<file path="src/amx_pkg.sv">
package amx_pkg;

   // ---------------------------------------------------------------
   // register map
   // ---------------------------------------------------------------
   localparam logic [7:0]  ADDR_CTRL      = 8'h00;
   localparam logic [7:0]  ADDR_TASK      = 8'h04;
   localparam logic [7:0]  ADDR_STAT      = 8'h08;
   localparam logic [7:0]  ADDR_SUPP      = 8'h0C;
   localparam logic [7:0]  ADDR_RXVDM     = 8'h4F;

   // ---------------------------------------------------------------
   // field positions
   // ---------------------------------------------------------------
   localparam int CTRL_POLICY_BIT = 0;
   localparam int CTRL_DISP_BIT   = 1;
   localparam int CTRL_MUX_LSB    = 2;
   localparam int TASK_SVID_LSB   = 0;
   localparam int TASK_OBJ_LSB    = 16;
   localparam int TASK_FINAL_BIT  = 19;
   localparam int TASK_TGT_LSB    = 20;
   localparam int TASK_GO_BIT     = 31;
   localparam int STAT_BUSY_BIT   = 0;
   localparam int STAT_RC_LSB     = 4;
   localparam int STAT_DISP_BIT   = 8;
   localparam int STAT_CUST_BIT   = 9;
   localparam int STAT_SUSP_BIT   = 10;
   localparam int STAT_DFP_BIT    = 11;
   localparam int STAT_MUX_LSB    = 12;
   localparam int SUPP_MASK_LSB   = 16;

   // ---------------------------------------------------------------
   // codes and reset values
   // ---------------------------------------------------------------
   localparam logic [2:0]  OBJ_ALL_LO     = 3'h0;
   localparam logic [2:0]  OBJ_ALL_HI     = 3'h7;
   localparam logic [1:0]  TGT_MULTI      = 2'h3;
   localparam logic [1:0]  MUX_SAFE       = 2'h0;
   localparam logic [15:0] SUPP_SVID_RST  = 16'h0000;
   localparam logic [7:0]  SUPP_MASK_RST  = 8'h00;

   typedef enum logic [3:0] {
      AMX_RC_SUCCESS = 4'h0,
      AMX_RC_REJECT  = 4'h1,
      AMX_RC_NAK     = 4'h2,
      AMX_RC_TIMEOUT = 4'h3
   } amx_rc_t;

   typedef enum logic [1:0] {
      AMX_RSP_ACK  = 2'h0,
      AMX_RSP_NAK  = 2'h1,
      AMX_RSP_BUSY = 2'h2
   } amx_rsp_t;

   typedef enum {AMX_IDLE, AMX_SEND, AMX_WAIT} amx_state_t;

   // ---------------------------------------------------------------
   // timing
   // ---------------------------------------------------------------
   localparam int CLK_MHZ     = 10;
   localparam int RSP_TIME_US = 30000;
   localparam int RSP_CYCLES  = RSP_TIME_US * CLK_MHZ;

endpackage

</file>
<file path="src/amx_tmr_if.sv">
`timescale 1ns/100ps
`default_nettype none
interface amx_tmr_if;
   logic start;
   logic stop;
   logic expired;
   modport ctl (output start, output stop, input expired);
   modport tmr (input start, input stop, output expired);
endinterface
`default_nettype wire

</file>
<file path="src/amx_timer.sv">
`timescale 1ns/100ps
`default_nettype none
module amx_timer
   import amx_pkg::*;
#(
   parameter int CYCLES = RSP_CYCLES
) (
   input  wire logic clk,
   input  wire logic rst,
   amx_tmr_if.tmr    t
);
   logic [31:0] cnt_reg;
   logic [31:0] cnt_next;
   logic        run_reg;
   logic        run_next;
   logic        exp_reg;
   logic        exp_next;

   // ---------------------------------------------------------------
   // response deadline
   // ---------------------------------------------------------------
   always_comb begin
      cnt_next = cnt_reg;
      run_next = run_reg;
      exp_next = 1'b0;
      if (t.start) begin
         cnt_next = 32'h0000_0000;
         run_next = 1'b1;
      end else if (t.stop) begin
         run_next = 1'b0;
      end else if (run_reg) begin
         if (cnt_reg == 32'(CYCLES - 1)) begin
            run_next = 1'b0;
            exp_next = 1'b1;
         end else begin
            cnt_next = cnt_reg + 32'h0000_0001;
         end
      end
   end

   always_ff @(posedge clk or posedge rst) begin
      if (rst) begin
         cnt_reg <= 32'h0000_0000;
         run_reg <= 1'b0;
         exp_reg <= 1'b0;
      end else begin
         cnt_reg <= cnt_next;
         run_reg <= run_next;
         exp_reg <= exp_next;
      end
   end

   assign t.expired = exp_reg;
endmodule
`default_nettype wire

</file>
<file path="src/amx_exit_task.sv">
// Decided for this implementation: strobed register access and the placing of the registers.
`timescale 1ns/100ps
`default_nettype none
module amx_exit_task
   import amx_pkg::*;
#(
   parameter int RSP_WAIT = RSP_CYCLES
) (
   input  wire logic        clk,
   input  wire logic        rst,
   input  wire logic [7:0]  reg_addr,
   input  wire logic [31:0] reg_wdata,
   input  wire logic        reg_wr,
   input  wire logic        reg_rd,
   output logic      [31:0] reg_rdata,
   input  wire logic        dfp_role,
   output logic             tx_req,
   output logic      [15:0] tx_svid,
   output logic      [2:0]  tx_obj_pos,
   output logic      [1:0]  tx_target,
   input  wire logic        tx_fail,
   input  wire logic        rx_valid,
   input  wire logic [1:0]  rx_kind,
   input  wire logic [31:0] rx_vdo,
   output logic      [1:0]  mux_sel,
   output logic             task_busy
);
   amx_tmr_if tmr_bus ();

   amx_timer #(.CYCLES(RSP_WAIT)) u_timer (
      .clk (clk),
      .rst (rst),
      .t   (tmr_bus.tmr)
   );

   // ---------------------------------------------------------------
   // state
   // ---------------------------------------------------------------
   amx_state_t  st_reg,    st_next;
   logic        dfp_m_reg, dfp_s_reg;
   logic        policy_reg, policy_next;
   logic        disp_reg,   disp_next;
   logic [1:0]  mcfg_reg,   mcfg_next;
   logic [1:0]  mux_reg,    mux_next;
   logic [15:0] svid_reg,   svid_next;
   logic [2:0]  obj_reg,    obj_next;
   logic        final_reg,  final_next;
   logic [1:0]  tgt_reg,    tgt_next;
   logic        track_reg,  track_next;
   logic        susp_reg,   susp_next;
   logic        cust_reg,   cust_next;
   amx_rc_t     rc_reg,     rc_next;
   logic [15:0] ssvid_reg,  ssvid_next;
   logic [7:0]  smask_reg,  smask_next;
   logic [31:0] rxvdm_reg,  rxvdm_next;
   logic        txr_reg,    txr_next;
   logic        busy_reg,   busy_next;
   logic [31:0] rdata_reg,  rdata_next;
   logic        go;
   logic        supp;
   logic        special;
   logic        start_tmr;
   logic        stop_tmr;

   assign go      = reg_wr && reg_addr == ADDR_TASK && reg_wdata[TASK_GO_BIT];
   assign special = reg_wdata[TASK_OBJ_LSB +: 3] == OBJ_ALL_LO
                 || reg_wdata[TASK_OBJ_LSB +: 3] == OBJ_ALL_HI;
   assign supp    = reg_wdata[TASK_SVID_LSB +: 16] == ssvid_reg
                 && smask_reg[reg_wdata[TASK_OBJ_LSB +: 3]];

   // ---------------------------------------------------------------
   // next values
   // ---------------------------------------------------------------
   always_comb begin
      st_next     = st_reg;
      policy_next = policy_reg;
      disp_next   = disp_reg;
      mcfg_next   = mcfg_reg;
      mux_next    = mux_reg;
      svid_next   = svid_reg;
      obj_next    = obj_reg;
      final_next  = final_reg;
      tgt_next    = tgt_reg;
      track_next  = track_reg;
      susp_next   = susp_reg;
      cust_next   = cust_reg;
      rc_next     = rc_reg;
      ssvid_next  = ssvid_reg;
      smask_next  = smask_reg;
      rxvdm_next  = rxvdm_reg;
      txr_next    = 1'b0;
      start_tmr   = 1'b0;
      stop_tmr    = 1'b0;
      rdata_next  = 32'h0000_0000;

      if (reg_wr && reg_addr == ADDR_CTRL) begin
         policy_next = reg_wdata[CTRL_POLICY_BIT];
         disp_next   = reg_wdata[CTRL_DISP_BIT];
         mcfg_next   = reg_wdata[CTRL_MUX_LSB +: 2];
         if (reg_wdata[CTRL_DISP_BIT]) begin
            mux_next = reg_wdata[CTRL_MUX_LSB +: 2];
         end
      end
      if (reg_wr && reg_addr == ADDR_SUPP) begin
         ssvid_next = reg_wdata[15:0];
         smask_next = reg_wdata[SUPP_MASK_LSB +: 8];
      end
      // write one clears; a hardware set below wins
      if (reg_wr && reg_addr == ADDR_STAT && reg_wdata[STAT_CUST_BIT]) begin
         cust_next = 1'b0;
      end

      case (st_reg)
         AMX_IDLE: begin
            if (go) begin
               svid_next  = reg_wdata[TASK_SVID_LSB +: 16];
               obj_next   = reg_wdata[TASK_OBJ_LSB +: 3];
               final_next = reg_wdata[TASK_FINAL_BIT];
               tgt_next   = reg_wdata[TASK_TGT_LSB +: 2];
               if (!dfp_s_reg || !policy_reg) begin
                  rc_next = AMX_RC_REJECT;
               end else begin
                  track_next = supp;
                  susp_next  = supp || special;
                  st_next    = AMX_SEND;
               end
            end
         end
         AMX_SEND: begin
            txr_next  = 1'b1;
            start_tmr = 1'b1;
            st_next   = AMX_WAIT;
         end
         AMX_WAIT: begin
            if (rx_valid) begin
               rxvdm_next = rx_vdo;
               stop_tmr   = 1'b1;
               case (rx_kind)
                  AMX_RSP_ACK: begin
                     rc_next   = AMX_RC_SUCCESS;
                     susp_next = 1'b0;
                     st_next   = AMX_IDLE;
                     if (track_reg) begin
                        disp_next = 1'b0;
                        mux_next  = MUX_SAFE;
                     end
                     if (final_reg) begin
                        cust_next = 1'b1;
                     end
                  end
                  AMX_RSP_BUSY: begin
                     st_next = AMX_SEND;
                  end
                  default: begin
                     rc_next   = AMX_RC_NAK;
                     susp_next = 1'b0;
                     st_next   = AMX_IDLE;
                  end
               endcase
            end else if (tx_fail || tmr_bus.expired) begin
               rc_next   = AMX_RC_TIMEOUT;
               susp_next = 1'b0;
               stop_tmr  = 1'b1;
               st_next   = AMX_IDLE;
            end
         end
         default: begin
            st_next = AMX_IDLE;
         end
      endcase

      busy_next = st_next != AMX_IDLE;

      if (reg_rd) begin
         case (reg_addr)
            ADDR_CTRL: begin
               rdata_next[CTRL_POLICY_BIT]    = policy_reg;
               rdata_next[CTRL_DISP_BIT]      = disp_reg;
               rdata_next[CTRL_MUX_LSB +: 2]  = mcfg_reg;
            end
            ADDR_TASK: begin
               rdata_next[TASK_SVID_LSB +: 16] = svid_reg;
               rdata_next[TASK_OBJ_LSB +: 3]   = obj_reg;
               rdata_next[TASK_FINAL_BIT]      = final_reg;
               rdata_next[TASK_TGT_LSB +: 2]   = tgt_reg;
            end
            ADDR_STAT: begin
               rdata_next[STAT_BUSY_BIT]      = busy_reg;
               rdata_next[STAT_RC_LSB +: 4]   = rc_reg;
               rdata_next[STAT_DISP_BIT]      = disp_reg;
               rdata_next[STAT_CUST_BIT]      = cust_reg;
               rdata_next[STAT_SUSP_BIT]      = susp_reg;
               rdata_next[STAT_DFP_BIT]       = dfp_s_reg;
               rdata_next[STAT_MUX_LSB +: 2]  = mux_reg;
            end
            ADDR_SUPP: begin
               rdata_next[15:0]               = ssvid_reg;
               rdata_next[SUPP_MASK_LSB +: 8] = smask_reg;
            end
            ADDR_RXVDM: begin
               rdata_next = rxvdm_reg;
            end
            default: begin
               rdata_next = 32'h0000_0000;
            end
         endcase
      end
   end

   // ---------------------------------------------------------------
   // registers
   // ---------------------------------------------------------------
   always_ff @(posedge clk or posedge rst) begin
      if (rst) begin
         st_reg     <= AMX_IDLE;
         dfp_m_reg  <= 1'b0;
         dfp_s_reg  <= 1'b0;
         policy_reg <= 1'b0;
         disp_reg   <= 1'b0;
         mcfg_reg   <= MUX_SAFE;
         mux_reg    <= MUX_SAFE;
         svid_reg   <= 16'h0000;
         obj_reg    <= 3'h0;
         final_reg  <= 1'b0;
         tgt_reg    <= 2'h0;
         track_reg  <= 1'b0;
         susp_reg   <= 1'b0;
         cust_reg   <= 1'b0;
         rc_reg     <= AMX_RC_SUCCESS;
         ssvid_reg  <= SUPP_SVID_RST;
         smask_reg  <= SUPP_MASK_RST;
         rxvdm_reg  <= 32'h0000_0000;
         txr_reg    <= 1'b0;
         busy_reg   <= 1'b0;
         rdata_reg  <= 32'h0000_0000;
      end else begin
         st_reg     <= st_next;
         dfp_m_reg  <= dfp_role;
         dfp_s_reg  <= dfp_m_reg;
         policy_reg <= policy_next;
         disp_reg   <= disp_next;
         mcfg_reg   <= mcfg_next;
         mux_reg    <= mux_next;
         svid_reg   <= svid_next;
         obj_reg    <= obj_next;
         final_reg  <= final_next;
         tgt_reg    <= tgt_next;
         track_reg  <= track_next;
         susp_reg   <= susp_next;
         cust_reg   <= cust_next;
         rc_reg     <= rc_next;
         ssvid_reg  <= ssvid_next;
         smask_reg  <= smask_next;
         rxvdm_reg  <= rxvdm_next;
         txr_reg    <= txr_next;
         busy_reg   <= busy_next;
         rdata_reg  <= rdata_next;
      end
   end

   assign tmr_bus.start = start_tmr;
   assign tmr_bus.stop  = stop_tmr;
   assign reg_rdata     = rdata_reg;
   assign tx_req        = txr_reg;
   assign tx_svid       = svid_reg;
   assign tx_obj_pos    = obj_reg;
   assign tx_target     = tgt_reg;
   assign mux_sel       = mux_reg;
   assign task_busy     = busy_reg;

   // ---------------------------------------------------------------
   // checks
   // ---------------------------------------------------------------
   property p_send_prompt;
      @(posedge clk) disable iff (rst)
      (st_reg == AMX_IDLE && go && dfp_s_reg && policy_reg) |-> ##2 tx_req;
   endproperty
   a_send_prompt: assert property (p_send_prompt) else $error("exit not sent");

   property p_suspend;
      @(posedge clk) disable iff (rst)
      (st_reg == AMX_IDLE && go && dfp_s_reg && policy_reg && special) |=> susp_reg;
   endproperty
   a_suspend: assert property (p_suspend) else $error("mode not suspended");

   property p_policy;
      @(posedge clk) disable iff (rst)
      (st_reg == AMX_IDLE && go && !policy_reg)
         |=> rc_reg == AMX_RC_REJECT && !task_busy;
   endproperty
   a_policy: assert property (p_policy) else $error("policy not enforced");

   property p_disp_clear;
      @(posedge clk) disable iff (rst)
      (st_reg == AMX_WAIT && rx_valid && rx_kind == AMX_RSP_ACK && track_reg)
         |=> !disp_reg && mux_sel == MUX_SAFE;
   endproperty
   a_disp_clear: assert property (p_disp_clear) else $error("ack not applied");

   property p_store;
      @(posedge clk) disable iff (rst)
      (st_reg == AMX_WAIT && rx_valid) |=> rxvdm_reg == $past(rx_vdo);
   endproperty
   a_store: assert property (p_store) else $error("response not stored");

   property p_untracked;
      @(posedge clk) disable iff (rst)
      (st_reg == AMX_IDLE && go && dfp_s_reg && policy_reg && !supp)
         |=> task_busy ##1 tx_req && !track_reg;
   endproperty
   a_untracked: assert property (p_untracked) else $error("untracked exit not sent");

   property p_nak;
      @(posedge clk) disable iff (rst)
      (st_reg == AMX_WAIT && rx_valid && rx_kind == AMX_RSP_NAK)
         |=> rc_reg == AMX_RC_NAK && !task_busy;
   endproperty
   a_nak: assert property (p_nak) else $error("nak not rejected");

   property p_busy_retry;
      @(posedge clk) disable iff (rst)
      (st_reg == AMX_WAIT && rx_valid && rx_kind == AMX_RSP_BUSY)
         |=> task_busy [*2] ##0 tx_req;
   endproperty
   a_busy_retry: assert property (p_busy_retry) else $error("busy not retried");

endmodule
`default_nettype wire

</file>
<file path="config.mk">
export PLATFORM = sky130hd
export DESIGN_NAME = amx_exit_task
export DESIGN_NICKNAME = d
export VERILOG_FILES = /design/src/amx_pkg.sv /design/src/amx_tmr_if.sv /design/src/amx_timer.sv /design/src/amx_exit_task.sv
export SDC_FILE = /design/constraint.sdc
export NUM_CORES = 1
export LEC_CHECK = 0
export BUFFER_PORTS_ARGS = -buffer_cell sky130_fd_sc_hd__buf_2
export CAP_MARGIN = 25
export CORE_MARGIN = 10
export CORE_UTILIZATION = 50
export DETAILED_ROUTE_END_ITERATION = 8
export PLACE_DENSITY = 0.72
export SYNTH_ARGS = -nofsm -noshare
export SYNTH_HDL_FRONTEND = slang
export SYNTH_HIERARCHICAL = 1
export SYNTH_SLANG_ARGS = --single-unit
export TNS_END_PERCENT = 100
</file>
<file path="constraint.sdc">
create_clock -name clk -period 5.9 [get_ports clk]
set_clock_uncertainty 0.2 [all_clocks]
set_input_delay 0.59 -clock clk [delete_from_list [all_inputs] [get_ports clk]]
set_output_delay 0.59 -clock clk [all_outputs]
set_load 0.01 [all_outputs]
</file>
After elaboration in Yosys (flattened, before gate mapping)

Index checks and enable logic that the tools add are counted.

Bits in registers: 193
Latch bits: 0
Memory bits (writable): 0
Bits in read-only memories: 0
Output and inout port bits: 57
Word-level logic and storage cells: 129
Memories: 0

$add $sub $neg: 1
$mul: 0
Divide/modulo/power cells: 0
$lt $le $gt $ge: 1
Equality and inequality tests: 17
Shifts and indexed selects: 0
Mux-type cells: 59
Bitwise gates (word level): 1
Reduce and logical (&&, ||, !) cells: 26

Operators by type and width:

| operator              | number |
|---|---|
| $mux 32               | 9 |
| $pmux 32 s3           | 1 |
| $pmux 10 s4           | 1 |
| $add 32x1->32 const B | 1 |
| $eq 32x1->1 const B   | 1 |
| $eq 32x19->1 const B  | 1 |
| $eq 32x2->1 const B   | 1 |
| $logic_not 32->1      | 1 |
| $reduce_bool 32->1    | 1 |
| $mux 1                | 29 |
| $pmux 8 s3            | 1 |
| $eq 16x16->1          | 1 |
| $eq 8x4->1 const B    | 2 |
| $mux 4                | 4 |
| $pmux 4 s2            | 2 |
| $mux 2                | 6 |
| $pmux 3 s4            | 1 |
| $ne 2x2->1 const B    | 5 |
| $reduce_and 5->1      | 2 |
| $eq 8x3->1 const B    | 1 |
| $eq 8x7->1 const B    | 1 |
| $logic_not 8->1       | 1 |
| $mux 8                | 1 |
| $logic_and 1x1->1     | 7 |
| other kinds (16)      | 24 |

Depth between registers and ports, before layout

Word-level depth: 8
Depth in mapped cells: 11
Gate-level depth less buffers: 9

Modules after synthesis

The synthesis kept the hierarchy.

Modules (own cells, without submodules):

| module        | instances | cells each | area an instance (µm²) | sequential area each (µm²) |
|---|---|---|---|---|
| amx_exit_task | 1         | 448        | 6,244.7                | 3,928.8 |
| amx_timer     | 1         | 192        | 1,875.5                | 850.8 |

Worst setup path before layout

Ideal clock, no wire load.

Path kind: in2reg
Start point: input reg_addr[2]
End point: register svid_reg[10], in the netlist tx_svid[10]
Setup time: 0.125 ns
Data arrival time: 2.185 ns
Setup slack: 3.390 ns
Cell stages on the path: 6
Buffers on the path: 2
Cells stage by stage: buf_2 -> nor4b_4 -> nand3_1 -> nor4_2 -> buf_2 -> mux2_2

Word-level cells in the longest chain between the ends: 4

Ends and longest elaborated chain:

| item                              | RTL line             | RTL |
|---|---|---|
| from (decl)                       | amx_exit_task.sv:11  | `input wire logic [7:0] reg_addr,` |
| $eq 8x3->1                        | amx_exit_task.sv:65  | `assign go = reg_wr && reg_addr == ADDR_TASK && reg_wdata[TASK_GO_BIT];` |
| $logic_and 1x1->1 (2 in a row)    | amx_exit_task.sv:65  |  |
| $reduce_and 2->1 (no source line) | -                    |  |
| to (signal assigned)              | amx_exit_task.sv:244 | `svid_reg <= svid_next;` |
| to (decl)                         | amx_exit_task.sv:45  | `logic [15:0] svid_reg, svid_next;` |

No other way between the ends.
A chain may end at the register's enable or synchronous reset.

Final worst setup path

Start point: register st_reg[22]
End point: register u_timer.cnt_reg[4]

Word-level cells in the longest chain between the ends: 4
Elaborated cells on any way between the ends: 9
Classes of those cells: eq/ne: 4; mux: 3; reduce/logical: 2

Ends and longest elaborated chain:

| item                              | RTL line             | RTL |
|---|---|---|
| from (decl)                       | amx_exit_task.sv:39  | `amx_state_t st_reg, st_next;` |
| from (signal assigned)            | amx_exit_task.sv:237 | `st_reg <= st_next;` |
| $eq 32x2->1                       | amx_exit_task.sv:113 | `case (st_reg)` |
| $mux 1                            | amx_exit_task.sv:113 |  |
| named net stop_tmr                | amx_exit_task.sv:63  | `logic stop_tmr;` |
| $ne 2x2->1 (no source line)       | -                    |  |
| $reduce_and 3->1 (no source line) | -                    |  |
| to (signal assigned)              | amx_timer.sv:47      | `cnt_reg <= cnt_next;` |
| to (decl)                         | amx_timer.sv:12      | `logic [31:0] cnt_reg;` |

The timed path passes the listed nets, and every way through them passes these cells.

==> impl_metrics.py <==
metrics = {
    "status": {
        "run_status": "finished clean",
    },
    "timing": {
        "maxSlewHeadroom_pct": 28.7,
        "grt_setup_unrepaired": "false",
        "period_share_pct": 47.0,
        "finalSetupTns_ns": 0,
        "hold_ws_ns": 0.0925,
        "finalSetupViolCount": 0,
        "fmax_mhz": 361,
        "tightest_slew_ns": 1.07,
        "drv_slew": 0,
        "hold_viol": 0,
        "min_period_ns": 2.77,
    },
    "final_layout": {
        "nets": 878,
        "fill_cells": 1261,
        "syn_to_final_growth_pct": 20.3,
        "layout-drive-gt1-share_pct": 34.6,
        "final_util_pct": 61.5,
    },
    "worst_setup_path": {
        "cp.required_ns": 6.05,
        "startpoint_type": "flop",
        "crit_type": "reg2reg",
        "cp_top_family": "simple AND/OR/NAND/NOR gates",
        "crit_buf_inv": 0,
        "cp_max_fo": 23,
        "cp-end-kind": "flop",
        "crit_arrival_ns": 2.92,
        "slowest_stage": "or2_1",
        "slowest_delay_ns": 0.40,
        "cp_cell_sequence": "nor4_2 > nand4_1 > or2_1 > nor3_1 > nor2b_1 > o21ai_2 > o21ai_0 > a21oi_1",
    },
    "floorplan": {
        "die_h_um": 147,
        "die_w_um": 147,
        "coreArea_sq_um": 15900,
        "num_io_pins": 138,
        "fp.dieArea_sq_um": 21700,
        "start_util_pct": 51.1,
        "rows": 46,
    },
    "clock_tree": {
        "htreeDepth": 4,
        "max-clock-path-buffers": 2,
        "cts_buffers": 17,
        "clk_latency_ns": 0.43,
        "cts_tree": "yes",
        "path_clk_slew_ns": 0.07,
        "post_cts_resized": 0,
        "cts.sinks": 191,
        "root_buffer": "clkbuf_16",
    },
    "synth": {
        "synth_top_area_share_pct": 58.9,
        "yosys_warnings": 6,
        "synth_edf_count": 0,
        "yosys.cell_count.top_type": "dfrtp_1",
        "syn_area_sq_um": 8120,
        "ys_seq_elements": 191,
        "syn_avg_cell_area_sq_um": 12.7,
        "synthFlopType": "dfrtp_1",
        "synth.yosys.seq_area_share_pct": 58.9,
        "synth_cell_type_count": 60,
        "synth_area_leaders": "dfrtp_1, mux2_2, xnor2_1",
        "synth_common_cells": "dfrtp_1, mux2_2, nor2_1",
        "async_flop_share_pct": 100,
        "synth_top_area_cell": "dfrtp_1",
        "synth_cells": 640,
    },
    "grt": {
        "antenna_found_initial": 0,
        "grt_pass1_vias": 5978,
        "grt_use_total_pct": 18.0,
        "overflow": 0,
        "grt_pass1_wl_mm": 31.2,
        "grt_start_max_net_pins": 112,
    },
    "route": {
        "drc_errors": 0,
        "viasPerCell": 5.60,
        "dr.pass1.iters": 5,
        "routedWlPerCell_um": 19.0,
        "wl_mm": 19.5,
        "drtIter0Drc": 428,
        "ant_nets": 0,
        "num_vias": 5744,
    },
    "pwr": {
        "ir_drop_uv": 216,
        "power.density_nw_per_um2": 274,
        "p_leak_nw": 4.73,
        "p_total_mw": 2.67,
    },
    "placed_design": {
        "port-buffer-count": 130,
        "dp_hpwl_mm": 13.7,
        "gp_congestion": 0.846,
    },
    "job": {
        "drv_cap": 0,
    },
    "hold_path": {
        "hp-class": "in2reg",
    },
}
-- timing repair --
item                                   in CTS  in global routing
hold buffers                                0                  1
endpoints found under the hold margin       0                  2
setup buffers                               0                  0
-- cells in the final DEF (no fill, tap or decap), types with 3 or more instances in the layout --
| master | netlist | final |
|---|---|---|
| bufinv_16 | 0 | 4 |
| nand2b_1 | 4 | 4 |
| nand3_1 | 16 | 16 |
| nand2_1 | 30 | 30 |
| a21oi_1 | 19 | 19 |
| o31a_1 | 3 | 3 |
| a31oi_1 | 3 | 3 |
| inv_6 | 0 | 5 |
| a222oi_1 | 19 | 19 |
| o21ba_2 | 3 | 3 |
| buf_2 | 10 | 130 |
| dfrtp_1 | 191 | 191 |
| a22oi_1 | 5 | 5 |
| nor4_2 | 6 | 6 |
| nor3_1 | 16 | 14 |
| or4_1 | 4 | 4 |
| o21ai_0 | 12 | 12 |
| xor2_1 | 4 | 4 |
| o31ai_1 | 4 | 4 |
| and2_1 | 5 | 5 |
| mux2_2 | 83 | 83 |
| inv_1 | 10 | 9 |
| nor2b_1 | 5 | 5 |
| and4_1 | 4 | 4 |
| and3_1 | 14 | 13 |
| xnor2_1 | 31 | 31 |
| or3_1 | 8 | 8 |
| buf_4 | 4 | 7 |
| nor4_1 | 22 | 21 |
| clkbuf_16 | 0 | 17 |
| clkinvlp_4 | 0 | 4 |
| conb_1 | 1 | 30 |
| mux2i_1 | 6 | 6 |
| nor2_1 | 38 | 38 |
| nand4_1 | 9 | 9 |
-- cell type report --
| type | instances | area [sq um] | area share (%) |
|---|---|---|---|
| clock inverters | 14 | 205 | 2.10 |
| repair buffers | 141 | 771 | 7.89 |
| multi-input cells | 435 | 3260 | 33.3 |
| clock buffers | 18 | 439 | 4.50 |
| diodes | 1 | 2.50 | 0.0256 |
| flip-flops and latches | 191 | 4780 | 48.9 |
| inverters | 10 | 42.5 | 0.436 |
| well taps | 216 | 270 | 2.77 |
-- report_power, final --
part	internal, mW	switching, mW
combinational	0.0424	0.0640
clock	0.729	0.497
sequential	1.33	0.0125
total	2.10	0.573
-- per-layer routing --
metal  up-vias  wire length [um]  track usage, %
met5         -                 0               0
met1      2907              7900            21.3
met4         0               310            6.19
li1       2632                 -               -
met3        22              1160            4.61
met2       183             10200            31.2
-- stage by stage --
step	cell area, sq um	instances	worst slack, ns
CTS	9730	1023	3.13
finish	9770	1026	3.13
detailed placement	9080	991	2.73
floorplan	8230	669	0.875
global placement	9050	989	2.51
global route	9760	1025	2.91
-- cells by family (layout without fill, tap and decap cells) --
logic type / Yosys count / in the layout / synth area share [%]
and+or+nand+nor: 196 / 196 / 14.1
DFF: 191 / 191 / 58.9
muxes: 94 / 94 / 13.3
AOI/OAI and AO/OA: 79 / 79 / 7.12
buffers and inverters: 43 / 183 / 2.70
xor gates and xnor gates: 35 / 35 / 3.77
adders and majority gates: 1 / 1 / 0.154
other: 1 / 31 / 0.0462
-- worst paths after layout --
path,start,to,slack [ns],cells after the start
worst min register to register,dfp_m_reg$_DFF_PP0_,dfp_s_reg$_DFF_PP0_,0.16,0
worst min-delay path,dfp_role,dfp_m_reg$_DFF_PP0_,0.09,1
min in group asynchronous,rst,tx_req$_DFF_PP0_,0.39,3
worst max register to register,st_reg[22]$_DFF_PP0_,u_timer/cnt_reg[4]$_DFFE_PP0P_,3.13,8
worst max-delay path,st_reg[22]$_DFF_PP0_,u_timer/cnt_reg[4]$_DFFE_PP0P_,3.13,8
max in group asynchronous,rst,rxvdm_reg[29]$_DFFE_PP0N_,3.82,5
(Power assumes the default switching activity.)
